--- src/verilog/qfp_pkg.sv ---
// shared constants for the quad phase fetch/execute pipe
package qfp_pkg;
   localparam int          PC_W          = 13;
   localparam int          WORD_W        = 14;
   localparam int          DATA_W        = 8;
   localparam int          DADDR_W       = 7;
   localparam logic [12:0] RESET_VECTOR  = 13'h0000;
   localparam logic [12:0] INT_VECTOR    = 13'h0004;
   localparam logic [1:0]  PH_ONE        = 2'h0;
   localparam logic [1:0]  PH_TWO        = 2'h1;
   localparam logic [1:0]  PH_THREE      = 2'h2;
   localparam logic [1:0]  PH_FOUR       = 2'h3;
   localparam int          PHASE_COUNT   = 4;
   localparam real         CLOCK_NS      = 50.0;
   localparam logic [13:0] NOP_WORD      = 14'h0000;
   localparam logic [13:0] JUMP_MASK     = 14'h3800;
   localparam logic [13:0] JUMP_CODE     = 14'h2800;
   typedef enum logic [1:0] {QFP_FETCH_ONLY, QFP_RUN, QFP_FLUSH} qfp_state_t;
endpackage

--- src/verilog/qfp_pipe.sv ---
// two stage fetch/execute pipeline timed by four phases
// Functional notes
// RULE_01 - input clock divided by four into four ordered non-overlapping phases
// RULE_02 - an instruction cycle is four phases; each stage takes one cycle
// RULE_03 - program counter increments in phase one of every cycle
// RULE_04 - program word captured at phase four of its fetch cycle
// RULE_05 - fetched word held in instruction register from phase one, executed after
// RULE_06 - data read in phase two, result written in phase four
// RULE_07 - fetch overlaps execute giving one instruction per cycle
// RULE_08 - a jump discards the prefetched word and takes two cycles
// RULE_09 - reset starts at address zero; interrupt entry loads address four
// RULE_10 - program counter is thirteen bits, eight thousand word space
// RULE_11 - after reset start at phase one with no valid instruction executing
// RULE_12 - flushed slot executes as no-operation with no write or status change
`timescale 1ns/1ps
module qfp_pipe
   import qfp_pkg::*;
(
   // clock and reset
   input  wire logic                 clock,
   input  wire logic                 reset,
   input  wire logic                 clock_en,
   // interrupt entry request, same clock domain
   input  wire logic                 int_entry,
   // program memory
   output logic [PC_W-1:0]           prog_addr,
   input  wire logic [WORD_W-1:0]    prog_data,
   // data memory
   output logic [DADDR_W-1:0]        data_addr,
   output logic                      data_rd,
   input  wire logic [DATA_W-1:0]    data_rdata,
   output logic                      data_wr,
   output logic [DATA_W-1:0]         data_wdata,
   // phase and status view
   output logic                      phase_one,
   output logic                      phase_two,
   output logic                      phase_three,
   output logic                      phase_four,
   output logic [WORD_W-1:0]         instruction_holding_register,
   output logic                      exec_valid,
   output logic                      status_zero
);
   import qfp_pkg::*;

   ////////////////////////////////////////////////////////////////////////////
   logic [1:0]        phase_r;
   logic [PC_W-1:0]   pc_r;
   logic [PC_W-1:0]   pc_nxt;
   logic [PC_W-1:0]   fetch_addr_r;
   logic [WORD_W-1:0] ir_r;
   logic              ir_valid_r;
   logic [DATA_W-1:0] operand_r;
   logic [DATA_W-1:0] result;
   logic              zero_r;
   logic              int_pend_r;
   logic              is_jump;
   logic              do_write;
   logic              redirect;
   logic [PC_W-1:0]   target;
   qfp_state_t        state_r;
   qfp_state_t        state_nxt;

   qfp_phase_gen u_phase (
      .clock       (clock),
      .reset       (reset),
      .clock_en    (clock_en),
      .phase_r     (phase_r),
      .phase_one   (phase_one),
      .phase_two   (phase_two),
      .phase_three (phase_three),
      .phase_four  (phase_four)
   );

   // jump decode: top three bits select the absolute jump
   function automatic logic jump_word(input logic [WORD_W-1:0] w);
      return (w & JUMP_MASK) == JUMP_CODE;
   endfunction

   ////////////////////////////////////////////////////////////////////////////
   // execute side decode
   assign is_jump    = ir_valid_r && jump_word(ir_r);
   assign redirect   = is_jump || int_pend_r;
   assign target     = int_pend_r ? INT_VECTOR : {2'h0, ir_r[10:0]}; // see RULE_09
   // data memory operand at the word's low seven bits is the increment source; simple execute model
   assign result     = operand_r + 8'h01;
   assign do_write   = ir_valid_r && !jump_word(ir_r) && ir_r[7]; // see RULE_12
   assign pc_nxt     = pc_r + 13'h0001; // see RULE_10

   assign prog_addr  = fetch_addr_r; // see RULE_09
   assign data_addr  = ir_r[DADDR_W-1:0];
   assign data_rd    = ir_valid_r && phase_two; // see RULE_06
   assign data_wr    = do_write && phase_four; // see RULE_06
   assign data_wdata = result;
   assign instruction_holding_register = ir_r;
   assign exec_valid = ir_valid_r;
   assign status_zero = zero_r;

   // state only annotates why the execute slot is empty or full
   always_comb begin
      state_nxt = state_r;
      case (state_r)
         QFP_FETCH_ONLY: state_nxt = redirect ? QFP_FLUSH : QFP_RUN;
         QFP_RUN:        state_nxt = redirect ? QFP_FLUSH : QFP_RUN;
         QFP_FLUSH:      state_nxt = redirect ? QFP_FLUSH : QFP_RUN;
         default:        state_nxt = QFP_FETCH_ONLY;
      endcase
   end

   ////////////////////////////////////////////////////////////////////////////
   // pc steps in phase one while its old value becomes the fetch address, so the
   // word at the reset vector or at a jump target is the first one fetched
   always_ff @(posedge clock or posedge reset) begin
      if (reset) begin
         pc_r         <= RESET_VECTOR; // see RULE_09
         fetch_addr_r <= RESET_VECTOR;
      end else if (clock_en && phase_four && redirect) begin
         pc_r <= target; // see RULE_08
      end else if (clock_en && phase_one) begin
         pc_r         <= pc_nxt; // see RULE_03
         fetch_addr_r <= pc_r; // see RULE_04
      end
   end

   // ir loads at the end of phase four, so it holds through the next phase one
   always_ff @(posedge clock or posedge reset) begin
      if (reset) begin
         ir_r       <= NOP_WORD;
         ir_valid_r <= 1'b0; // see RULE_11
         state_r    <= QFP_FETCH_ONLY;
      end else if (clock_en && phase_four) begin
         ir_r       <= redirect ? NOP_WORD : prog_data; // see RULE_05
         ir_valid_r <= !redirect; // see RULE_07
         state_r    <= state_nxt;
      end
   end

   always_ff @(posedge clock or posedge reset) begin
      if (reset) begin
         operand_r  <= 8'h00;
         zero_r     <= 1'b0;
         int_pend_r <= 1'b0;
      end else if (clock_en) begin
         if (phase_two && ir_valid_r) begin
            operand_r <= data_rdata; // see RULE_06
         end
         if (phase_four && do_write) begin
            zero_r <= (result == 8'h00); // see RULE_12
         end
         // interrupt waits for a cycle boundary; set wins over the entry clear
         if (int_entry) begin
            int_pend_r <= 1'b1;
         end else if (phase_four) begin
            int_pend_r <= 1'b0;
         end
      end
   end
endmodule

--- src/verilog/qfp_phase_gen.sv ---
// four phase generator dividing the oscillator input by four
`timescale 1ns/1ps
module qfp_phase_gen
   import qfp_pkg::*;
(
   // clock and reset
   input  wire logic       clock,
   input  wire logic       reset,
   input  wire logic       clock_en,
   // phases
   output logic [1:0]      phase_r,
   output logic            phase_one,
   output logic            phase_two,
   output logic            phase_three,
   output logic            phase_four
);
   logic [1:0] phase_nxt;

   assign phase_nxt   = phase_r + 2'h1;
   assign phase_one   = (phase_r == PH_ONE);
   assign phase_two   = (phase_r == PH_TWO);
   assign phase_three = (phase_r == PH_THREE);
   assign phase_four  = (phase_r == PH_FOUR);

   always_ff @(posedge clock or posedge reset) begin
      if (reset) begin
         phase_r <= PH_ONE; // see RULE_11
      end else if (clock_en) begin
         phase_r <= phase_nxt; // see RULE_01
      end
   end
endmodule

--- config.mk ---
export PLATFORM = sky130hd
export DESIGN_NAME = qfp_pipe
export DESIGN_NICKNAME = d
export VERILOG_FILES = /design/src/verilog/qfp_pkg.sv /design/src/verilog/qfp_pipe.sv /design/src/verilog/qfp_phase_gen.sv
export SDC_FILE = /design/constraint.sdc
export NUM_CORES = 1
export LEC_CHECK = 0
export ABC_AREA = 1
export BUFFER_PORTS_ARGS = -buffer_cell sky130_fd_sc_hd__buf_2
export CAP_MARGIN = 20
export CORE_UTILIZATION = 47
export DETAILED_ROUTE_END_ITERATION = 10
export PLACE_DENSITY_LB_ADDON = 0.1
export SYNTH_ARGS = -nofsm -noshare
export SYNTH_HDL_FRONTEND = slang
export SYNTH_SLANG_ARGS = --single-unit
--- constraint.sdc ---
create_clock -name clock -period 1.5 [get_ports clock]
set_input_delay 0.225 -clock clock [delete_from_list [all_inputs] [get_ports clock]]
set_output_delay 0.225 -clock clock [all_outputs]
set_load 0.01 [all_outputs]
==> results of run 1 <==
-- stage by stage --
step | area, µm² | util [%] | hold WS, ns | worst slack [ns]
after floorplan | 2800 | - | 0.2864 | 0.06880
after global placement | 3202 | 57.10 | 0.2669 | 0.03703
after detailed placement | 3202 | 57.10 | 0.2639 | 0.0007446
after CTS | 3412 | 60.84 | 0.1264 | -0.1286
after global routing | 3617 | 64.50 | 0.1356 | -0.1954
final | 3617 | 64.50 | 0.1252 | -0.1269
-- cell usage after synthesis --
cell                       instances
sky130_fd_sc_hd__xor2_1            4
sky130_fd_sc_hd__nor3_1            1
sky130_fd_sc_hd__o21ai_2           3
sky130_fd_sc_hd__inv_4             3
sky130_fd_sc_hd__nand2_1         119
sky130_fd_sc_hd__ha_1              7
sky130_fd_sc_hd__a21oi_1           9
sky130_fd_sc_hd__o21ai_0          12
sky130_fd_sc_hd__nand2_4           3
sky130_fd_sc_hd__and2_1            1
sky130_fd_sc_hd__dfrtp_1          53
sky130_fd_sc_hd__nor2_2            3
sky130_fd_sc_hd__o21ai_1           2
sky130_fd_sc_hd__nand3_2           1
sky130_fd_sc_hd__clkbuf_1          2
sky130_fd_sc_hd__mux2_2            1
sky130_fd_sc_hd__nor2_1           20
sky130_fd_sc_hd__nor2_4            1
sky130_fd_sc_hd__buf_2             4
sky130_fd_sc_hd__nand3_1          44
sky130_fd_sc_hd__buf_6             3
sky130_fd_sc_hd__nor3_2            1
sky130_fd_sc_hd__o211ai_1          1
sky130_fd_sc_hd__inv_1            32
sky130_fd_sc_hd__nand4_1           7
sky130_fd_sc_hd__buf_4             9
sky130_fd_sc_hd__inv_2             2
sky130_fd_sc_hd__nand2_2           5
-- report_power, final --
group / leakage, nW / switching, W / total, W / internal, W
Combinational: 1.28 / 0.00179 / 0.00315 / 0.00136
Sequential: 0.682 / 0.000455 / 0.00233 / 0.00187
Clock: 0.0443 / 0.000435 / 0.000802 / 0.000367
-- kinds of logic after synthesis --
kind of cell / Yosys count / synth area share, %
AOI/OAI and AO/OA: 27 / 5.325
muxes: 1 / 0.4027
adders and majority gates: 7 / 3.132
and+or+nand+nor: 206 / 32.62
buffers and inverters: 55 / 9.844
xor gates and xnor gates: 4 / 1.253
DFF: 53 / 47.43
-- layout by cell type (no fill, tap or decap), types with 2 or more instances in the layout --
| master | count |
|---|---|
| sky130_fd_sc_hd__nor2_4 | 2 |
| sky130_fd_sc_hd__nand2_1 | 116 |
| sky130_fd_sc_hd__o21ai_0 | 9 |
| sky130_fd_sc_hd__inv_2 | 3 |
| sky130_fd_sc_hd__nand4_1 | 7 |
| sky130_fd_sc_hd__nand3_2 | 2 |
| sky130_fd_sc_hd__dfrtp_2 | 4 |
| sky130_fd_sc_hd__clkbuf_8 | 6 |
| sky130_fd_sc_hd__buf_4 | 14 |
| sky130_fd_sc_hd__nand2_4 | 4 |
| sky130_fd_sc_hd__ha_4 | 4 |
| sky130_fd_sc_hd__o21ai_2 | 3 |
| sky130_fd_sc_hd__dfrtp_1 | 49 |
| sky130_fd_sc_hd__ha_1 | 3 |
| sky130_fd_sc_hd__nor2_2 | 5 |
| sky130_fd_sc_hd__xor2_1 | 4 |
| sky130_fd_sc_hd__buf_12 | 2 |
| sky130_fd_sc_hd__o21ai_1 | 5 |
| sky130_fd_sc_hd__nand3_4 | 2 |
| sky130_fd_sc_hd__nor2_1 | 17 |
| sky130_fd_sc_hd__inv_4 | 5 |
| sky130_fd_sc_hd__inv_1 | 27 |
| sky130_fd_sc_hd__clkinvlp_4 | 2 |
| sky130_fd_sc_hd__nand2_8 | 2 |
| sky130_fd_sc_hd__a21oi_1 | 9 |
| sky130_fd_sc_hd__nand3_1 | 41 |
| sky130_fd_sc_hd__buf_2 | 75 |
| sky130_fd_sc_hd__nand2_2 | 5 |
| sky130_fd_sc_hd__buf_6 | 6 |
-- per-layer routing --
layer | share of wire [%] | routed length, µm | GRT usage, %
met3 | 4.5 | 293 | 3.908
met5 | 0 | 0 | 0
met2 | 48 | 3101 | 37.24
met1 | 46 | 2992 | 29.58
met4 | 1.1 | 71 | 6.909
-- path summary, 6_finish.rpt --
kind | startpoint | endpoint | depth (start not counted)
setup / recovery | operand_r[1]$_DFFE_PP0P_ | data_wdata[5] | 6
hold / removal | int_entry | int_pend_r$_DFFE_PP0P_ | 3
setup reg to reg | u_phase.phase_r[1]$_DFFE_PP0P_ | prog_addr[0]$_DFFE_PP0P_ | 9
hold reg to reg | prog_addr[11]$_DFFE_PP0P_ | prog_addr[11]$_DFFE_PP0P_ | 2
max in group asynchronous | reset | pc_r[4]$_DFFE_PP0P_ | 4
min in group asynchronous | reset | pc_r[1]$_DFFE_PP0P_ | 3
-- timing repair --
item                                    CTS  global route
gates cloned                              0             1
gates resized for setup                  10            38
endpoints found under the setup margin   11            49
hold buffers                              1             0
hold endpoints to repair                 16             0
buffers inserted                          9             6
pin swaps                                 3            10
-- area by class of cell --
class / instances / area [µm²]
clock buffers: 7 / 86.33
fillers: 498 / 1991
inverters: 37 / 158.9
multi-input cells: 245 / 1328
flip-flops and latches: 53 / 1331
well taps: 72 / 90.09
repair buffers: 99 / 623.1
-- state kept, by name, indices dropped and copies added (netlist names) --
name / cells
exec_valid: 1
int_pend_r: 1
pc_r: 13
prog_addr: 13
u_phase.phase_r: 2
operand_r: 8
status_zero: 1
instruction_holding_register: 14
-- critical path: stages (launching register included) --
cell	delay [ns]
sky130_fd_sc_hd__dfrtp_2	0.43
sky130_fd_sc_hd__buf_6	0.12
sky130_fd_sc_hd__nand3_4	0.08
sky130_fd_sc_hd__o21ai_0	0.21
sky130_fd_sc_hd__nand2_2	0.09
sky130_fd_sc_hd__inv_1	0.05
sky130_fd_sc_hd__buf_2	0.12
==> results_dict.tcl, run 1 <==
set metrics [dict create \
    status "finished, violations left" \
    failing_checks "setup timing" \
    cp-end-kind "output port" \
    diodes 0 \
    placement.io_buffers 75 \
    grt_first_pass_wirelength_mm 10.96 \
    num_vias 2537 \
    postSynthAreaPerCell_um2 7.922 \
    finalSetupTns_ns -0.5833 \
    grt_max_degree 23 \
    required_ns 1.27 \
    max_cap_viol_count 0 \
    grt-ovfl-total 0 \
    first_global_vias 2413 \
    global_route.usage.total_pct 22.35 \
    area_growth_syn_to_layout_pct 29.35 \
    design.core.area_mm2 0.005608 \
    cp_class "reg -> out" \
    setup-violations-final 6 \
    htree_levels 2 \
    fin_cells 513 \
    critical_path.startpoint_type "register" \
    period_share_pct 108.5 \
    clock.fmax_ghz 0.6147 \
    final_max_slew_viol_count 0 \
    timing_hold_violations_final 0 \
    clk_root_buffer_cell "sky130_fd_sc_hd__clkbuf_8" \
    sum_of_internal_switching_and_leakage_power_w 0.006273 \
    floorplan.die_area_mm2 0.006262 \
    cts-buffers-inserted 5 \
    floorplan.rows 27 \
    synth.top_cell.area_share_pct 47.43 \
    final.min_clock_period_ns 1.627 \
    ant_nets 0 \
    power.density_cell_area_mw_per_mm2 1734 \
    crit_fanout 4 \
    syn-instance-count 353 \
    gp_congestion 0.8348 \
    routed_wl_mm 6.459 \
    power.ir.vdd_worst_uv 875.2 \
    drt_first_iter_violations 154 \
    post_route_cells_drive_above_1_share_pct 33.79 \
    post_detailed_route_drc_marker_count 0 \
    synth_fp_nets 386 \
    fin_nets 474 \
    cts.sinks 53 \
    ys_ff_latch 53 \
    layout_setup_ws_ns -0.1269 \
    cts.clk_slew.worst_paths_ns 0.09 \
    hpwlAfterDp_mm 4.511 \
    timing.reg2reg.setup_slack_ns 0.03 \
    cp.arrival_ns 1.40 \
    design.portCount 76 \
    avgViaCountPerCell 4.945 \
    synth_area_leader_cell "sky130_fd_sc_hd__dfrtp_1" \
    worst_pin_slew_ns 0.4609 \
    floorplan.initialDensity_pct 49.87 \
    synthesis.yosys.warnings 0 \
    holdCritPathClass "in -> reg" \
    insertion_delay_ns 0.31 \
    clock_path_buffers 2 \
    tritoncts "built" \
    p_leak_nw 2.003 \
    ys_seq_area_share_pct 47.43 \
    grt_antenna_before_repair 0 \
    die_width_um 79.14 \
    routed_wire_length_per_instance_um 12.59 \
    ys_types 28 \
    die_height_um 79.14 \
    netlist_area_mm2 0.002796 \
    worst_clock_skew_ns 0.01171 \
    drt_first_pass_iters 4 \
    setup_repair_after_global_routing_missed_its_margin "yes" \
    yosys-top-cells-area "sky130_fd_sc_hd__dfrtp_1 47%, sky130_fd_sc_hd__nand2_1 16%, sky130_fd_sc_hd__nand3_1 7.9%" \
    relSlewSlack_pct 69.21 \
    placed_insts 489 \
]
Note: power is estimated with default switching activity, not from simulation.
==> run 2: changes to the inputs <==
--- a/config.mk
+++ b/config.mk
@@ -5,10 +5,9 @@
 export SDC_FILE = /design/constraint.sdc
 export NUM_CORES = 1
 export LEC_CHECK = 0
-export ABC_AREA = 1
 export BUFFER_PORTS_ARGS = -buffer_cell sky130_fd_sc_hd__buf_2
 export CAP_MARGIN = 20
-export CORE_UTILIZATION = 47
+export CORE_UTILIZATION = 46
 export DETAILED_ROUTE_END_ITERATION = 10
 export PLACE_DENSITY_LB_ADDON = 0.1
 export SYNTH_ARGS = -nofsm -noshare
==> run 2 against run 1 <==
Effect of this change:
- the flow still finishes with violations (setup timing)
- global-route usage decreased by 0.070 points
- synthesized cell count decreased by 31%
- register-to-register slack got worse by 0.32 ns
- largest power group unchanged
- first-iteration DRC count decreased by 37%
- highest routed layer unchanged
- maximum frequency decreased by 9.2%
- clock skew increased by 0.00059 ns
- area after synthesis decreased by 7.7%
- largest cell class is now multi-input combinational cells
- sequential cell count unchanged
- hold slack improved by 0.017 ns
- critical path depth decreased by 1
- clock power increased by 8.1%
- utilization increased by 11 points
==> results_dict.tcl, run 2 <==
set metrics [dict create \
    setup-violations-final 41 \
    layout.cells.most_common "sky130_fd_sc_hd__buf_2" \
    ys_seq_area_share_pct 51.36 \
    diodes 0 \
    die_width_um 76.93 \
    worst_pin_slew_ns 0.4776 \
    layout.filler_cells 366 \
    synth_area_leader_cell "sky130_fd_sc_hd__dfrtp_1" \
    timing.hold.worst_endpoint "operand_r[2]$_DFFE_PP0P_" \
    power.density_cell_area_mw_per_mm2 1901 \
    placement.io_buffers 75 \
    fin_nets 400 \
    final.min_clock_period_ns 1.791 \
    timing.critical_path.buf_inv 0 \
    netlist_area_mm2 0.002582 \
    timing.reg2reg.worst_path_depth 5 \
    max_cap_viol_count 0 \
    critical_path.startpoint_type "register" \
    multi_input_comb_area_mm2 0.001470 \
    rr_startpoint "u_phase.phase_r[1]$_DFFE_PP0P_" \
    layout.cells.most_common_list "74 x sky130_fd_sc_hd__buf_2, 51 x sky130_fd_sc_hd__dfrtp_1, 37 x sky130_fd_sc_hd__nand2_1" \
    floorplan.initialDensity_pct 49.00 \
    synth_top_cells_by_count "53 x sky130_fd_sc_hd__dfrtp_1, 41 x sky130_fd_sc_hd__nand2_1, 22 x sky130_fd_sc_hd__mux2_2, 22 x sky130_fd_sc_hd__o21ai_0, 15 x sky130_fd_sc_hd__nand3_1" \
    num_vias 2244 \
    holdCritPathClass "in -> reg" \
    sequential_cell_area_mm2 0.001329 \
    power.ir.vdd_worst_uv 1201 \
    routed_wire_length_per_instance_um 15.51 \
    cp.arrival_ns 2.02 \
    period_share_pct 119.4 \
    critical_path.reg2reg.endpoint "status_zero$_DFFE_PP0P_" \
    synth-main-ff-cell "sky130_fd_sc_hd__dfrtp_1" \
    grt_antenna_before_repair 0 \
    cts-buffers-inserted 5 \
    whs_path_depth 2 \
    synth_fp_nets 278 \
    global_route.usage.total_pct 22.28 \
    ys_types 33 \
    syn-instance-count 245 \
    relSlewSlack_pct 68.08 \
    clk_root_buffer_cell "sky130_fd_sc_hd__clkbuf_8" \
    synth_edf_count 0 \
    drt_first_pass_iters 4 \
    avgViaCountPerCell 5.123 \
    first_global_vias 2095 \
    routed_wl_mm 6.792 \
    hpwlAfterDp_mm 4.104 \
    finalSetupTns_ns -5.725 \
    timing.reg2reg.setup_slack_ns -0.29 \
    drt_first_iter_violations 97 \
    synthesis.yosys.warnings 0 \
    timing.critical_path.max_delay_family "simple AND/OR/NAND/NOR gates" \
    postSynthAreaPerCell_um2 10.54 \
    layout_setup_ws_ns -0.2913 \
    ys_ff_latch 53 \
    crit_path_top_delay_cell "sky130_fd_sc_hd__or4b_4" \
    final_max_slew_viol_count 0 \
    grt_first_pass_wirelength_mm 10.19 \
    design.portCount 76 \
    htree_levels 2 \
    yosys-top-cells-area "sky130_fd_sc_hd__dfrtp_1 51%, sky130_fd_sc_hd__mux2_2 9.6%, sky130_fd_sc_hd__nand2_1 6.0%" \
    dp_slack_ns -0.3282 \
    status "finished, violations left" \
    failing_checks "setup timing" \
    largest_register_ff_count 14 \
    tritoncts "built" \
    grt-ovfl-total 0 \
    cts.clk_slew.worst_paths_ns 0.10 \
    hold_path_startpoint "data_rdata[2]" \
    synth.top_cell.area_share_pct 51.36 \
    floorplan.rows 26 \
    synth_async_sr_flop_share_pct 100.0 \
    post_route_cells_drive_above_1_share_pct 55.98 \
    die_height_um 76.93 \
    cts.sinks 53 \
    post_detailed_route_drc_marker_count 0 \
    clock.fmax_ghz 0.5583 \
    grt_max_degree 54 \
    design.core.area_mm2 0.005270 \
    p_leak_nw 1.972 \
    timing_hold_violations_final 0 \
    insertion_delay_ns 0.31 \
    library_cell_with_the_highest_instance_count_after_synthesis "sky130_fd_sc_hd__dfrtp_1" \
    floorplan.die_area_mm2 0.005917 \
    critical_path.cell_chain "ha_4 > nand3_2 > or3b_4 > or4b_4 > o31ai_2" \
    max_stage_delay_ns 0.50 \
    cp_class "reg -> reg" \
    worst_clock_skew_ns 0.01231 \
    gp_congestion 0.7566 \
    required_ns 1.73 \
    crit_fanout 2 \
    area_growth_syn_to_layout_pct 54.51 \
    clock_path_buffers 2 \
    setup_repair_after_global_routing_missed_its_margin "yes" \
    cp-end-kind "register" \
    ant_nets 0 \
]
==> run 2: worst max path at each step <==
stage	cells past startpoint	end	from	slack, ns
2_1_floorplan	6	status_zero$_DFFE_PP0P_	operand_r[0]$_DFFE_PP0P_	-0.32
3_3_place_gp	5	status_zero$_DFFE_PP0P_	u_phase.phase_r[1]$_DFFE_PP0P_	-0.28
3_5_place_dp	5	status_zero$_DFFE_PP0P_	u_phase.phase_r[1]$_DFFE_PP0P_	-0.33
4_1_cts	5	status_zero$_DFFE_PP0P_	u_phase.phase_r[1]$_DFFE_PP0P_	-0.28
5_1_grt	5	status_zero$_DFFE_PP0P_	u_phase.phase_r[1]$_DFFE_PP0P_	-0.36
6_report	5	status_zero$_DFFE_PP0P_	u_phase.phase_r[1]$_DFFE_PP0P_	-0.29
==> run 2: metrics by stage <==
| stage | cell area (µm²) | total power (W) | hold slack [ns] | util (%) | std cells |
|---|---|---|---|---|---|
| after floorplan | 2695 | 0.004378 | 0.2864 | - | 245 |
| after detailed placement | 3329 | 0.005705 | 0.3243 | 63.18 | 407 |
| after global routing | 3990 | 0.008083 | 0.1281 | 75.71 | 438 |
| after global placement | 3329 | 0.005600 | 0.3181 | 63.18 | 407 |
| final | 3990 | 0.007587 | 0.1423 | 75.71 | 438 |
| after CTS | 3716 | 0.007103 | 0.1362 | 70.51 | 424 |
==> run 2: cell type report <==
| cell class | count | area share, % |
|---|---|---|
| Multi-Input combinational cell | 169 | 36.85 |
| Clock inverter | 1 | 0.1254 |
| Timing Repair Buffer | 132 | 24.33 |
| Sequential cell | 53 | 33.30 |
| Tap cell | 70 | 2.195 |
| Inverter | 6 | 0.7839 |
| Clock buffer | 7 | 2.415 |
==> run 2: worst register-to-register path, stage by stage, from the launching register on <==
cell                      delay, ns
sky130_fd_sc_hd__dfrtp_1       0.40
sky130_fd_sc_hd__ha_4          0.15
sky130_fd_sc_hd__nand3_2       0.07
sky130_fd_sc_hd__or3b_4        0.41
sky130_fd_sc_hd__or4b_4        0.50
sky130_fd_sc_hd__o31ai_2       0.19
==> run 2: per-layer routing <==
layer / global-route usage, % / vias up / part of all wire (%)
met4: 6.154 / 0 / 2.2
li1: - / 1091 / -
met3: 4.524 / 17 / 4.5
met1: 30.14 / 1059 / 45
met2: 36.25 / 77 / 48
met5: 0 / - / 0
==> run 2: what timing repair did <==
action | in CTS | in global routing
setup buffers | 7 | 11
gates cloned | 1 | 3
hold buffers | 1 | 0
setup endpoints to repair | 46 | 48
pin swaps | 15 | 12
endpoints found under the hold margin | 41 | 0
resized for setup | 40 | 37
==> run 2: cells by family (layout without fill, tap and decap cells) <==
family | Yosys count | count (layout) | synth area share (%)
AND/OR/NAND/NOR | 83 | 83 | 15.31
flip-flops | 53 | 53 | 51.36
AO/OA/AOI/OAI | 35 | 35 | 8.285
multiplexers | 25 | 25 | 10.76
buffers and inverters | 23 | 146 | 4.457
XOR/XNOR | 19 | 19 | 6.444
adder cells (fa/ha/maj) | 7 | 7 | 3.391
==> run 2: power by group <==
part / switching [W] / total, W / internal (W)
sequential: 0.000529 / 0.00251 / 0.00198
combinational: 0.00198 / 0.00421 / 0.00224
clock: 0.000449 / 0.000867 / 0.000418
total: 0.00295 / 0.00759 / 0.00463
